===== src/common/stpf_map.vh =====
// Purpose: Constants for the spanning tree port state gate
// Assumes: 25 MHz ref_clk_i, timers counted in whole seconds
// Notes: Byte offsets of the Wishbone register words
`ifndef STPF_MAP_VH
`define STPF_MAP_VH

// ----------------------------------------------------------------
// Clock and time base
// ----------------------------------------------------------------
`define STPF_CLK_HZ 25000000
`define STPF_TICK_S 1
`define STPF_SEC_CYCLES (`STPF_CLK_HZ * `STPF_TICK_S)
`define STPF_DIV_W 25

// ----------------------------------------------------------------
// Register byte offsets
// ----------------------------------------------------------------
`define STPF_OFS_CTRL 8'h00
`define STPF_OFS_FWD_DELAY 8'h04
`define STPF_OFS_MAX_AGE 8'h08
`define STPF_OFS_STATUS 8'h0c
`define STPF_OFS_DROP_CNT 8'h10

// ----------------------------------------------------------------
// Control fields and reset values
// ----------------------------------------------------------------
`define STPF_CTRL_STP_EN 0
`define STPF_CTRL_DISABLE 1
`define STPF_CTRL_RESTART 2
`define STPF_CTRL_DPX_FIXED 3
`define STPF_CTRL_DPX_FULL 4
`define STPF_CTRL_RST 5'h01

// ----------------------------------------------------------------
// Timer limits in seconds
// ----------------------------------------------------------------
`define STPF_TMR_W 6
`define STPF_FWD_DELAY_MIN_S 6'h04
`define STPF_FWD_DELAY_MAX_S 6'h1e
`define STPF_FWD_DELAY_RST_S 6'h0f
`define STPF_MAX_AGE_MIN_S 6'h06
`define STPF_MAX_AGE_MAX_S 6'h28
`define STPF_MAX_AGE_RST_S 6'h14

// ----------------------------------------------------------------
// Port states
// ----------------------------------------------------------------
`define STPF_ST_DISCARD 2'h0
`define STPF_ST_LEARN 2'h1
`define STPF_ST_FORWARD 2'h2
`define STPF_ST_DISABLED 2'h3

// ----------------------------------------------------------------
// Frame kinds
// ----------------------------------------------------------------
`define STPF_KIND_DATA 2'h0
`define STPF_KIND_BPDU 2'h1
`define STPF_KIND_LAGG 2'h2
`define STPF_KIND_MGMT 2'h3

`endif


===== src/hdl/stpf_top.v =====
// Purpose: Spanning tree port state gate with Wishbone registers
// Assumes: Frame kind and strobes come from logic on ref_clk_i
// Notes: One port; verdicts appear one cycle after each strobe
// Function
// - After reset or startup, an enabled port sits in discarding first.
// - Discarding port that heard no control frame moves to learning at forward delay.
// - Discarding drops data both ways and learns no addresses.
// - Discarding passes received control frames to CPU, sends none from CPU; code still sends CPU link aggregation frames.
// - Learning entered only from discarding, goes forwarding at forward delay expiry.
// - Learning drops data from segment and from other ports.
// - Learning records source address of arriving frames.
// - Learning passes control frames to CPU and transmits CPU control frames.
// - Forwarding passes data from segment and from other ports.
// - Forwarding keeps learning source addresses.
// - Forwarding passes control frames both ways with the CPU.
// - Forwarding accepts management frames and passes them for a response.
// - Disabled drops all data, learns nothing, no control frames either way.
// - Discarding port silent beyond maximum age heads toward forwarding.
// - At defaults, fifty silent seconds to forwarding; each control frame heard while discarding restarts it; code restarts it only on spanning tree frames.
// - Fixed duplex disables negotiation; fixed full duplex skips carrier sense.
// - Before forwarding only spanning tree and link aggregation frames pass.
// - Forward delay programmable from 4 to 30 seconds.
// - Disabled returns to discarding first; forwarding may go discarding or disabled.
`timescale 1ns/10ps
`include "stpf_map.vh"

module stpf_top #(
  parameter [`STPF_DIV_W-1:0] SEC_CYCLES = `STPF_SEC_CYCLES
) (
  input wire ref_clk_i,
  input wire resetn_i,
  input wire wb_cyc_i,
  input wire wb_stb_i,
  input wire wb_we_i,
  input wire [7:0] wb_adr_i,
  input wire [3:0] wb_sel_i,
  input wire [31:0] wb_dat_i,
  output wire [31:0] wb_dat_o,
  output wire wb_ack_o,
  input wire rx_valid_i,
  input wire [1:0] rx_kind_i,
  input wire [47:0] rx_src_addr_i,
  output wire rx_done_o,
  output wire rx_fwd_o,
  output wire rx_cpu_o,
  output wire learn_o,
  output wire [47:0] learn_addr_o,
  input wire tx_valid_i,
  input wire [1:0] tx_kind_i,
  output wire tx_done_o,
  output wire tx_pass_o,
  output wire [1:0] port_state_o,
  output wire autoneg_en_o,
  output wire carrier_sense_en_o
);

// ----------------------------------------------------------------
// Declarations
// ----------------------------------------------------------------
reg [4:0] ctrl_reg;
reg [`STPF_TMR_W-1:0] fwd_delay_reg;
reg [`STPF_TMR_W-1:0] max_age_reg;
reg [15:0] drop_cnt_reg;
reg [31:0] rdata_reg;
reg ack_reg;
reg [1:0] state_reg;
reg [1:0] state_next;
reg heard_reg;
reg aged_reg;
reg [`STPF_DIV_W-1:0] div_reg;
reg tick_reg;
reg rx_done_reg;
reg rx_fwd_reg;
reg rx_cpu_reg;
reg learn_reg;
reg [47:0] learn_addr_reg;
reg tx_done_reg;
reg tx_pass_reg;
reg boot_reg;
wire wb_req;
wire wb_wr;
wire stp_en;
wire restart;
wire bypass;
wire rx_bpdu;
wire fwd_exp;
wire age_exp;
wire fwd_start;
wire fwd_run;
wire age_start;
wire age_run;
wire data_ok;
wire rx_fwd_c;
wire rx_cpu_c;
wire tx_pass_c;
wire drop_c;

// ----------------------------------------------------------------
// Wishbone slave
// ----------------------------------------------------------------
assign wb_req = wb_cyc_i && wb_stb_i && !ack_reg;
assign wb_wr = wb_req && wb_we_i && wb_sel_i[0];
assign stp_en = ctrl_reg[`STPF_CTRL_STP_EN];
assign restart = wb_wr && (wb_adr_i == `STPF_OFS_CTRL) && wb_dat_i[`STPF_CTRL_RESTART];

// Clamp a written timer value into its legal range
function [`STPF_TMR_W-1:0] clamp;
  input [`STPF_TMR_W-1:0] v;
  input [`STPF_TMR_W-1:0] lo;
  input [`STPF_TMR_W-1:0] hi;
  begin
    if (v < lo)
      clamp = lo;
    else if (v > hi)
      clamp = hi;
    else
      clamp = v;
  end
endfunction

// Register writes and one-cycle ack; unmapped writes are ignored
always @(posedge ref_clk_i or negedge resetn_i)
begin
  if (!resetn_i)
  begin
    ctrl_reg <= `STPF_CTRL_RST;
    fwd_delay_reg <= `STPF_FWD_DELAY_RST_S;
    max_age_reg <= `STPF_MAX_AGE_RST_S;
    ack_reg <= 1'b0;
  end
  else
  begin
    ack_reg <= wb_req;
    if (wb_wr)
    begin
      if (wb_adr_i == `STPF_OFS_CTRL)
        ctrl_reg <= {wb_dat_i[4:3], 1'b0, wb_dat_i[1:0]}; // Restart bit self-clears
      else if (wb_adr_i == `STPF_OFS_FWD_DELAY)
        fwd_delay_reg <= clamp(wb_dat_i[5:0], `STPF_FWD_DELAY_MIN_S, `STPF_FWD_DELAY_MAX_S);
      else if (wb_adr_i == `STPF_OFS_MAX_AGE)
        max_age_reg <= clamp(wb_dat_i[5:0], `STPF_MAX_AGE_MIN_S, `STPF_MAX_AGE_MAX_S);
    end
  end
end

// Read mux, captured with the ack; unmapped reads as zero
always @(posedge ref_clk_i or negedge resetn_i)
begin
  if (!resetn_i)
    rdata_reg <= 32'h00000000;
  else if (wb_req && !wb_we_i)
  begin
    if (wb_adr_i == `STPF_OFS_CTRL)
      rdata_reg <= {27'h0000000, ctrl_reg};
    else if (wb_adr_i == `STPF_OFS_FWD_DELAY)
      rdata_reg <= {26'h0000000, fwd_delay_reg};
    else if (wb_adr_i == `STPF_OFS_MAX_AGE)
      rdata_reg <= {26'h0000000, max_age_reg};
    else if (wb_adr_i == `STPF_OFS_STATUS)
      rdata_reg <= {28'h0000000, aged_reg, heard_reg, state_reg};
    else if (wb_adr_i == `STPF_OFS_DROP_CNT)
      rdata_reg <= {16'h0000, drop_cnt_reg};
    else
      rdata_reg <= 32'h00000000;
  end
end

assign wb_dat_o = rdata_reg;
assign wb_ack_o = ack_reg;

// ----------------------------------------------------------------
// One-second tick
// ----------------------------------------------------------------
// Free running, so a restarted timer may run up to one second short
always @(posedge ref_clk_i or negedge resetn_i)
begin
  if (!resetn_i)
  begin
    div_reg <= {`STPF_DIV_W{1'b0}};
    tick_reg <= 1'b0;
  end
  else
  begin
    tick_reg <= (div_reg == SEC_CYCLES - {{(`STPF_DIV_W-1){1'b0}}, 1'b1});
    if (div_reg == SEC_CYCLES - {{(`STPF_DIV_W-1){1'b0}}, 1'b1})
      div_reg <= {`STPF_DIV_W{1'b0}};
    else
      div_reg <= div_reg + {{(`STPF_DIV_W-1){1'b0}}, 1'b1};
  end
end

// ----------------------------------------------------------------
// Timers
// ----------------------------------------------------------------
assign rx_bpdu = rx_valid_i && (rx_kind_i == `STPF_KIND_BPDU);

// Forward delay restarts on each entry to discarding or learning, and once after reset
assign fwd_start = ((state_next != state_reg) &&
                   ((state_next == `STPF_ST_DISCARD) || (state_next == `STPF_ST_LEARN))) ||
                   restart || !stp_en || age_exp || boot_reg;
// Discarding waits here only when no neighbour was heard or it aged out
assign fwd_run = (state_reg == `STPF_ST_LEARN) ||
                 ((state_reg == `STPF_ST_DISCARD) && (!heard_reg || aged_reg));
// Every spanning tree frame heard while discarding restarts the age timer
assign age_start = rx_bpdu && (state_reg == `STPF_ST_DISCARD);
assign age_run = (state_reg == `STPF_ST_DISCARD) && heard_reg && !aged_reg;

stpf_timer u_fwd_tmr (
  .ref_clk_i(ref_clk_i),
  .resetn_i(resetn_i),
  .tick_i(tick_reg),
  .start_i(fwd_start),
  .run_i(fwd_run),
  .load_i(fwd_delay_reg),
  .expired_o(fwd_exp)
);

stpf_timer u_age_tmr (
  .ref_clk_i(ref_clk_i),
  .resetn_i(resetn_i),
  .tick_i(tick_reg),
  .start_i(age_start),
  .run_i(age_run),
  .load_i(max_age_reg),
  .expired_o(age_exp)
);

// ----------------------------------------------------------------
// Port state machine
// ----------------------------------------------------------------
always @*
begin
  state_next = state_reg;
  if (!stp_en || restart)
    state_next = `STPF_ST_DISCARD;
  else if (ctrl_reg[`STPF_CTRL_DISABLE])
    state_next = `STPF_ST_DISABLED;
  else
    case (state_reg)
      `STPF_ST_DISCARD:
        if (fwd_exp && fwd_run && !rx_bpdu)
          state_next = `STPF_ST_LEARN;
      `STPF_ST_LEARN:
        if (fwd_exp)
          state_next = `STPF_ST_FORWARD;
      `STPF_ST_FORWARD:
        state_next = `STPF_ST_FORWARD;
      default:
        state_next = `STPF_ST_DISCARD;
    endcase
end

// State plus heard and aged flags; a frame wins over an expiry
always @(posedge ref_clk_i or negedge resetn_i)
begin
  if (!resetn_i)
  begin
    state_reg <= `STPF_ST_DISCARD;
    heard_reg <= 1'b0;
    aged_reg <= 1'b0;
    boot_reg <= 1'b1; // Timer is empty at reset, so load it once
  end
  else
  begin
    boot_reg <= 1'b0;
    state_reg <= state_next;
    if (state_next != `STPF_ST_DISCARD || state_reg != `STPF_ST_DISCARD)
    begin
      heard_reg <= 1'b0;
      aged_reg <= 1'b0;
    end
    else if (age_start)
    begin
      heard_reg <= 1'b1;
      aged_reg <= 1'b0;
    end
    else if (age_exp)
      aged_reg <= 1'b1;
  end
end

// ----------------------------------------------------------------
// Frame verdicts
// ----------------------------------------------------------------
// With spanning tree off the port is a plain switch port
assign bypass = !stp_en;
assign data_ok = bypass || (state_reg == `STPF_ST_FORWARD);
assign rx_fwd_c = (rx_kind_i == `STPF_KIND_DATA) && data_ok;
// Control frames reach the CPU in every state but disabled
assign rx_cpu_c = (((rx_kind_i == `STPF_KIND_BPDU) || (rx_kind_i == `STPF_KIND_LAGG)) &&
                  (state_reg != `STPF_ST_DISABLED)) ||
                  ((rx_kind_i == `STPF_KIND_MGMT) && data_ok);
// CPU spanning tree frames leave only once learning has begun
assign tx_pass_c = ((tx_kind_i == `STPF_KIND_DATA) && data_ok) ||
                   ((tx_kind_i == `STPF_KIND_BPDU) && !bypass &&
                    ((state_reg == `STPF_ST_LEARN) || (state_reg == `STPF_ST_FORWARD))) ||
                   ((tx_kind_i == `STPF_KIND_LAGG) && (state_reg != `STPF_ST_DISABLED)) ||
                   ((tx_kind_i == `STPF_KIND_MGMT) && data_ok);
assign drop_c = (rx_valid_i && !rx_fwd_c && !rx_cpu_c) || (tx_valid_i && !tx_pass_c);

// Registered verdicts, one cycle after the strobe
always @(posedge ref_clk_i or negedge resetn_i)
begin
  if (!resetn_i)
  begin
    rx_done_reg <= 1'b0;
    rx_fwd_reg <= 1'b0;
    rx_cpu_reg <= 1'b0;
    learn_reg <= 1'b0;
    learn_addr_reg <= 48'h000000000000;
    tx_done_reg <= 1'b0;
    tx_pass_reg <= 1'b0;
  end
  else
  begin
    rx_done_reg <= rx_valid_i;
    rx_fwd_reg <= rx_valid_i && rx_fwd_c;
    rx_cpu_reg <= rx_valid_i && rx_cpu_c;
    learn_reg <= rx_valid_i && (rx_kind_i == `STPF_KIND_DATA) &&
                 (bypass || (state_reg == `STPF_ST_LEARN) || (state_reg == `STPF_ST_FORWARD));
    if (rx_valid_i)
      learn_addr_reg <= rx_src_addr_i;
    tx_done_reg <= tx_valid_i;
    tx_pass_reg <= tx_valid_i && tx_pass_c;
  end
end

// Drop counter; a write clears it, but a drop that cycle still counts
always @(posedge ref_clk_i or negedge resetn_i)
begin
  if (!resetn_i)
    drop_cnt_reg <= 16'h0000;
  else if (wb_wr && (wb_adr_i == `STPF_OFS_DROP_CNT))
    drop_cnt_reg <= {15'h0000, drop_c};
  else if (drop_c && (drop_cnt_reg != 16'hffff))
    drop_cnt_reg <= drop_cnt_reg + 16'h0001;
end

// ----------------------------------------------------------------
// Outputs
// ----------------------------------------------------------------
assign rx_done_o = rx_done_reg;
assign rx_fwd_o = rx_fwd_reg;
assign rx_cpu_o = rx_cpu_reg;
assign learn_o = learn_reg;
assign learn_addr_o = learn_addr_reg;
assign tx_done_o = tx_done_reg;
assign tx_pass_o = tx_pass_reg;
assign port_state_o = state_reg;
// Fixed duplex never negotiates; fixed full never senses carrier
assign autoneg_en_o = !ctrl_reg[`STPF_CTRL_DPX_FIXED];
assign carrier_sense_en_o = !(ctrl_reg[`STPF_CTRL_DPX_FIXED] && ctrl_reg[`STPF_CTRL_DPX_FULL]);

endmodule // stpf_top


===== src/hdl/stpf_timer.v =====
// Purpose: Seconds down-counter with one-cycle expiry pulse
// Assumes: tick_i is a one-cycle pulse once per second
// Notes: Start reloads and wins over a running count
`timescale 1ns/10ps
`include "stpf_map.vh"

module stpf_timer (
  input wire ref_clk_i,
  input wire resetn_i,
  input wire tick_i,
  input wire start_i,
  input wire run_i,
  input wire [`STPF_TMR_W-1:0] load_i,
  output wire expired_o
);

reg [`STPF_TMR_W-1:0] cnt_reg;
reg exp_reg;

// ----------------------------------------------------------------
// Count down on ticks while running
// ----------------------------------------------------------------
always @(posedge ref_clk_i or negedge resetn_i)
begin
  if (!resetn_i)
  begin
    cnt_reg <= {`STPF_TMR_W{1'b0}};
    exp_reg <= 1'b0;
  end
  else
  begin
    exp_reg <= 1'b0;
    if (start_i)
      cnt_reg <= load_i;
    else if (run_i && tick_i && (cnt_reg != {`STPF_TMR_W{1'b0}}))
    begin
      cnt_reg <= cnt_reg - {{(`STPF_TMR_W-1){1'b0}}, 1'b1};
      exp_reg <= (cnt_reg == {{(`STPF_TMR_W-1){1'b0}}, 1'b1}); // Last second
    end
  end
end

assign expired_o = exp_reg;

endmodule // stpf_timer


===== config.mk =====
export PLATFORM = sky130hd
export DESIGN_NAME = stpf_top
export DESIGN_NICKNAME = d
export VERILOG_FILES = /design/src/hdl/stpf_top.v /design/src/hdl/stpf_timer.v
export VERILOG_INCLUDE_DIRS = /design/src /design/src/common
export SDC_FILE = /design/constraint.sdc
export NUM_CORES = 1
export LEC_CHECK = 0
export BUFFER_PORTS_ARGS = -buffer_cell sky130_fd_sc_hd__clkbuf_2
export CAP_MARGIN = 20
export CORE_MARGIN = 2
export CORE_UTILIZATION = 50
export CTS_CLUSTER_SIZE = 8
export DETAILED_ROUTE_END_ITERATION = 12
export PLACE_DENSITY = 0.78
export SYNTH_ARGS = -nofsm -noshare
export SYNTH_HDL_FRONTEND = slang
export SYNTH_HIERARCHICAL = 1
export SYNTH_SLANG_ARGS = --single-unit

===== constraint.sdc =====
create_clock -name ref_clk_i -period 4.1 [get_ports ref_clk_i]
set_input_delay 0.41 -clock ref_clk_i [delete_from_list [all_inputs] [get_ports ref_clk_i]]
set_output_delay 0.41 -clock ref_clk_i [all_outputs]
set_load 0.02 [all_outputs]

==> key figures <==
Floorplan
  – Die X: 124 microns
  – Initial Util: 0.516
  – # IOs: ~190
  – Die area: 0.0154 sq mm
  – Core area: 0.0140 sq mm
  – Row cnt: between 40 and 50
  – Die span in y: 124 microns

Synth
  – Syn avg cell area: 10.8 sq um
  – Yosys top cell by area: dfrtp_1
  – Synthesized netlist cell count: 668
  – Sequential area share after synthesis: 0.514
  – Yosys reg bits: 148
  – Async S/R FF share, synth: 1.00
  – Yosys top cell area share: 0.485
  – Yosys cell types: 64
  – Post-Syn Area: 0.00722 sq mm
  – Synth Flop Type: dfrtp_1
  – YS warnings: 6
  – Post-synth EDFFs: 0
  – Area contributors post-synth: dfrtp_1 49%, mux2_2 8.3%, nand2_1 3.2%, dfstp_2 2.9%, ha_1 2.6%

Routing
  – ANT nets after route: 0
  – Wire length on met1: 6910 microns
  – Vias per cell: around 5.6
  – Routed wl met3: 928 microns
  – Final wirelength: 16,500 microns
  – Top layer reached by signal wires: met4
  – Total number of vias: between 5k and 6k
  – WL met2: 8270 microns
  – Detailed router's first-iteration violation count: about 470
  – DRC errors left: 0
  – Drt first pass iters: 6
  – Routed WL per cell: 16.3 microns

STA
  – RSZ-0062 raised after global routing: no
  – Final TNS setup: 0 ps
  – Final slew viol count: 0
  – Clock period minus worst slack: about 2400 ps
  – Final period utilization: 0.583
  – Worst slew pin tran: 961 ps
  – Final Hold Vio Count: 0
  – Fmax: 0.419 GHz
  – Final Skew: between 7 and 8 ps
  – Final setup margin: 1710 ps
  – Relative slew margins: 0.359
  – Setup violators final: 0

Outcome
  – Status: completed

Clock network
  – Htree depth: 4
  – Clk sinks: 148
  – Clk Latency, worst-skew pair: 420 ps
  – CTS clk-pin slew, worst paths: 60 ps
  – CTS tree: built
  – Root Driver: clkbuf_16
  – Clk buf depth: 2
  – Resized cells post-CTS: 0
  – Post-CTS Setup Inserts: 0
  – Cts bufs inserted: 17
  – Hold Buf Count CTS: 0

Critical path
  – CP required: between 4000 and 5000 ps
  – Startpoint Class: flip-flop
  – FF-to-FF path depth: 8
  – Largest fanout on the critical path: 33
  – Kind of critical path: reg2reg
  – CP Capture Type: flip-flop
  – RR Endpoint: drop_cnt_reg[13]$_DFFE_PN0P_
  – FF-to-FF Start: port_state_o[0]$_DFF_PN0_
  – CP arrival: roughly 2700 ps
  – Flop2flop setup slack: 1710 ps

Global route
  – Gr usage total: 0.225
  – Initial antenna violation count: 0
  – Maximum number of pins on one net before global-route repair: just over 100
  – Vias in the first global route: between 5k and 6k
  – First-pass GRT wire length: 26,800 microns
  – Total grt overflow: 0

Cells and area
  – # diodes: 0
  – Layout area overhead: 20.9%
  – Max FFs per register: 48
  – Seq. cell area: about 0.0037 sq mm
  – Layout Nets: 936
  – Multi-input gate area: roughly 0.0033 sq mm
  – Fill count: 1,143
  – Layout cell share with drive strength beyond 1: 0.316

Placed design
  – I/O Buffers: 148
  – GP Congestion: 0.839
  – DP Wirelength: between 10,000 and 15,000 microns
  – Pre-CTS WS: 1580 ps

Power and ir drop
  – VDD IR-drop max: between 0.2 and 0.3 mV
  – Leak: 4.07 nW
  – Pwr per Cell Area: 436 mW/mm^2
  – Total power: 3.81 mW

Min path
  – HP Class: in2async

Job
  – Max_cap viols: 0
## cell type report
type                       instances  share of cell area
inverter                          20             0.00860
timing repair buffer             154              0.0911
tap                              180              0.0258
sequential                       148               0.425
multi-input combinational        477               0.375
clock buffer                      25              0.0579
clock inverter                     7              0.0162
## power by group
part	internal (mW)	switching, mW
Combinational	0.186	0.278
Clock	1.10	0.584
Sequential	1.56	0.0921
## stage by stage
step	utilization	hold WS (ps)	cell area, sq um	std cells
2_1_floorplan	-	114	7280	684
3_3_place_gp	0.577	455	8070	978
6_report	0.624	56.6	8730	1011
4_1_cts	0.623	125	8720	1010
5_1_grt	0.624	118	8730	1011
3_5_place_dp	0.577	454	8070	978
## how the worst max path moves through the flow
stage                                          from                               end  slack (ps)  depth (start not counted)
after global routing      port_state_o[0]$_DFF_PN0_      drop_cnt_reg[13]$_DFFE_PN0P_        1480                          8
final                     port_state_o[0]$_DFF_PN0_      drop_cnt_reg[13]$_DFFE_PN0P_        1710                          8
after CTS                 port_state_o[0]$_DFF_PN0_      drop_cnt_reg[13]$_DFFE_PN0P_        1720                          8
after detailed placement                wb_adr_i[0]  u_fwd_tmr/cnt_reg[4]$_DFFE_PN0P_        1580                         10
after global placement                  wb_adr_i[0]  u_fwd_tmr/cnt_reg[4]$_DFFE_PN0P_        1620                         10
after floorplan                         wb_adr_i[0]  u_fwd_tmr/cnt_reg[4]$_DFFE_PN0P_        1860                          9
## cells in the mapped netlist (3+ instances only)
library cell  instances
nand4_1              14
and3_1               13
nor2_1               39
o211ai_1              9
nor3_1               12
nand4b_1              3
dfrtp_1             140
or3_1                10
nor4_1                5
or4_1                 6
a21oi_1              29
dfstp_2               8
inv_1                20
o2111ai_1             3
ha_1                 15
and2_1               11
xnor2_1               9
nand3_1              33
mux2_2               53
clkbuf_1             14
xor2_1               14
and4bb_2              3
a22oi_1               6
buf_4                18
o21ai_0              29
nor2b_1              10
and4_1                6
nand2_1              61
a22o_1               11
nand2b_1              7
buf_2                 5
o31ai_1               5
## critical path, stage by stage (launching register included)
cell and delay, ps:
dfrtp_1 480, inv_1 120, ha_1 220, nand2b_1 210, a21oi_1 230, a32oi_1 130
buf_4 260, or4_1 510, a21oi_1 150
## per-layer routing
metal	track usage	up-vias
li1	-	2693
met1	0.281	2743
met2	0.382	199
met3	0.0554	30
met4	0.0822	0
met5	0	-
## logic make-up after synthesis
kind of cell / synth area share
xor gates and xnor gates: 0.0279
buffers and inverters: 0.0409
and+or+nand+nor: 0.188
muxes: 0.0885
other: 0.000519
DFF: 0.514
AOI/OAI and AO/OA: 0.114
adders and majority gates: 0.0260
## placed cells by master, fill, tap and decap left out, types with 3 or more instances in the layout
| cell | Yosys | layout |
|---|---|---|
| and4_1 | 6 | 6 |
| and2_1 | 11 | 11 |
| nor3_1 | 12 | 12 |
| o2111ai_1 | 3 | 3 |
| clkbuf_1 | 14 | 3 |
| or3_1 | 10 | 10 |
| ha_1 | 15 | 15 |
| dfrtp_1 | 140 | 140 |
| xnor2_1 | 9 | 9 |
| dfstp_2 | 8 | 8 |
| nor2b_1 | 10 | 10 |
| a22oi_1 | 6 | 6 |
| nor2_1 | 39 | 39 |
| bufinv_16 | 0 | 4 |
| nand4_1 | 14 | 14 |
| conb_1 | 1 | 17 |
| nand2_1 | 61 | 61 |
| o211ai_1 | 9 | 9 |
| inv_1 | 20 | 20 |
| and3_1 | 13 | 13 |
| a22o_1 | 11 | 11 |
| o31ai_1 | 5 | 5 |
| nand4b_1 | 3 | 3 |
| nand3_1 | 33 | 33 |
| a21oi_1 | 29 | 29 |
| nor4_1 | 5 | 5 |
| clkbuf_8 | 0 | 5 |
| clkbuf_2 | 0 | 147 |
| xor2_1 | 14 | 14 |
| and4bb_2 | 3 | 3 |
| o21ai_0 | 29 | 29 |
| nand2b_1 | 7 | 7 |
| buf_4 | 18 | 5 |
| mux2_2 | 53 | 53 |
| or4_1 | 6 | 6 |
| clkbuf_16 | 0 | 17 |
No activity file was read; power rests on OpenSTA's default activity.
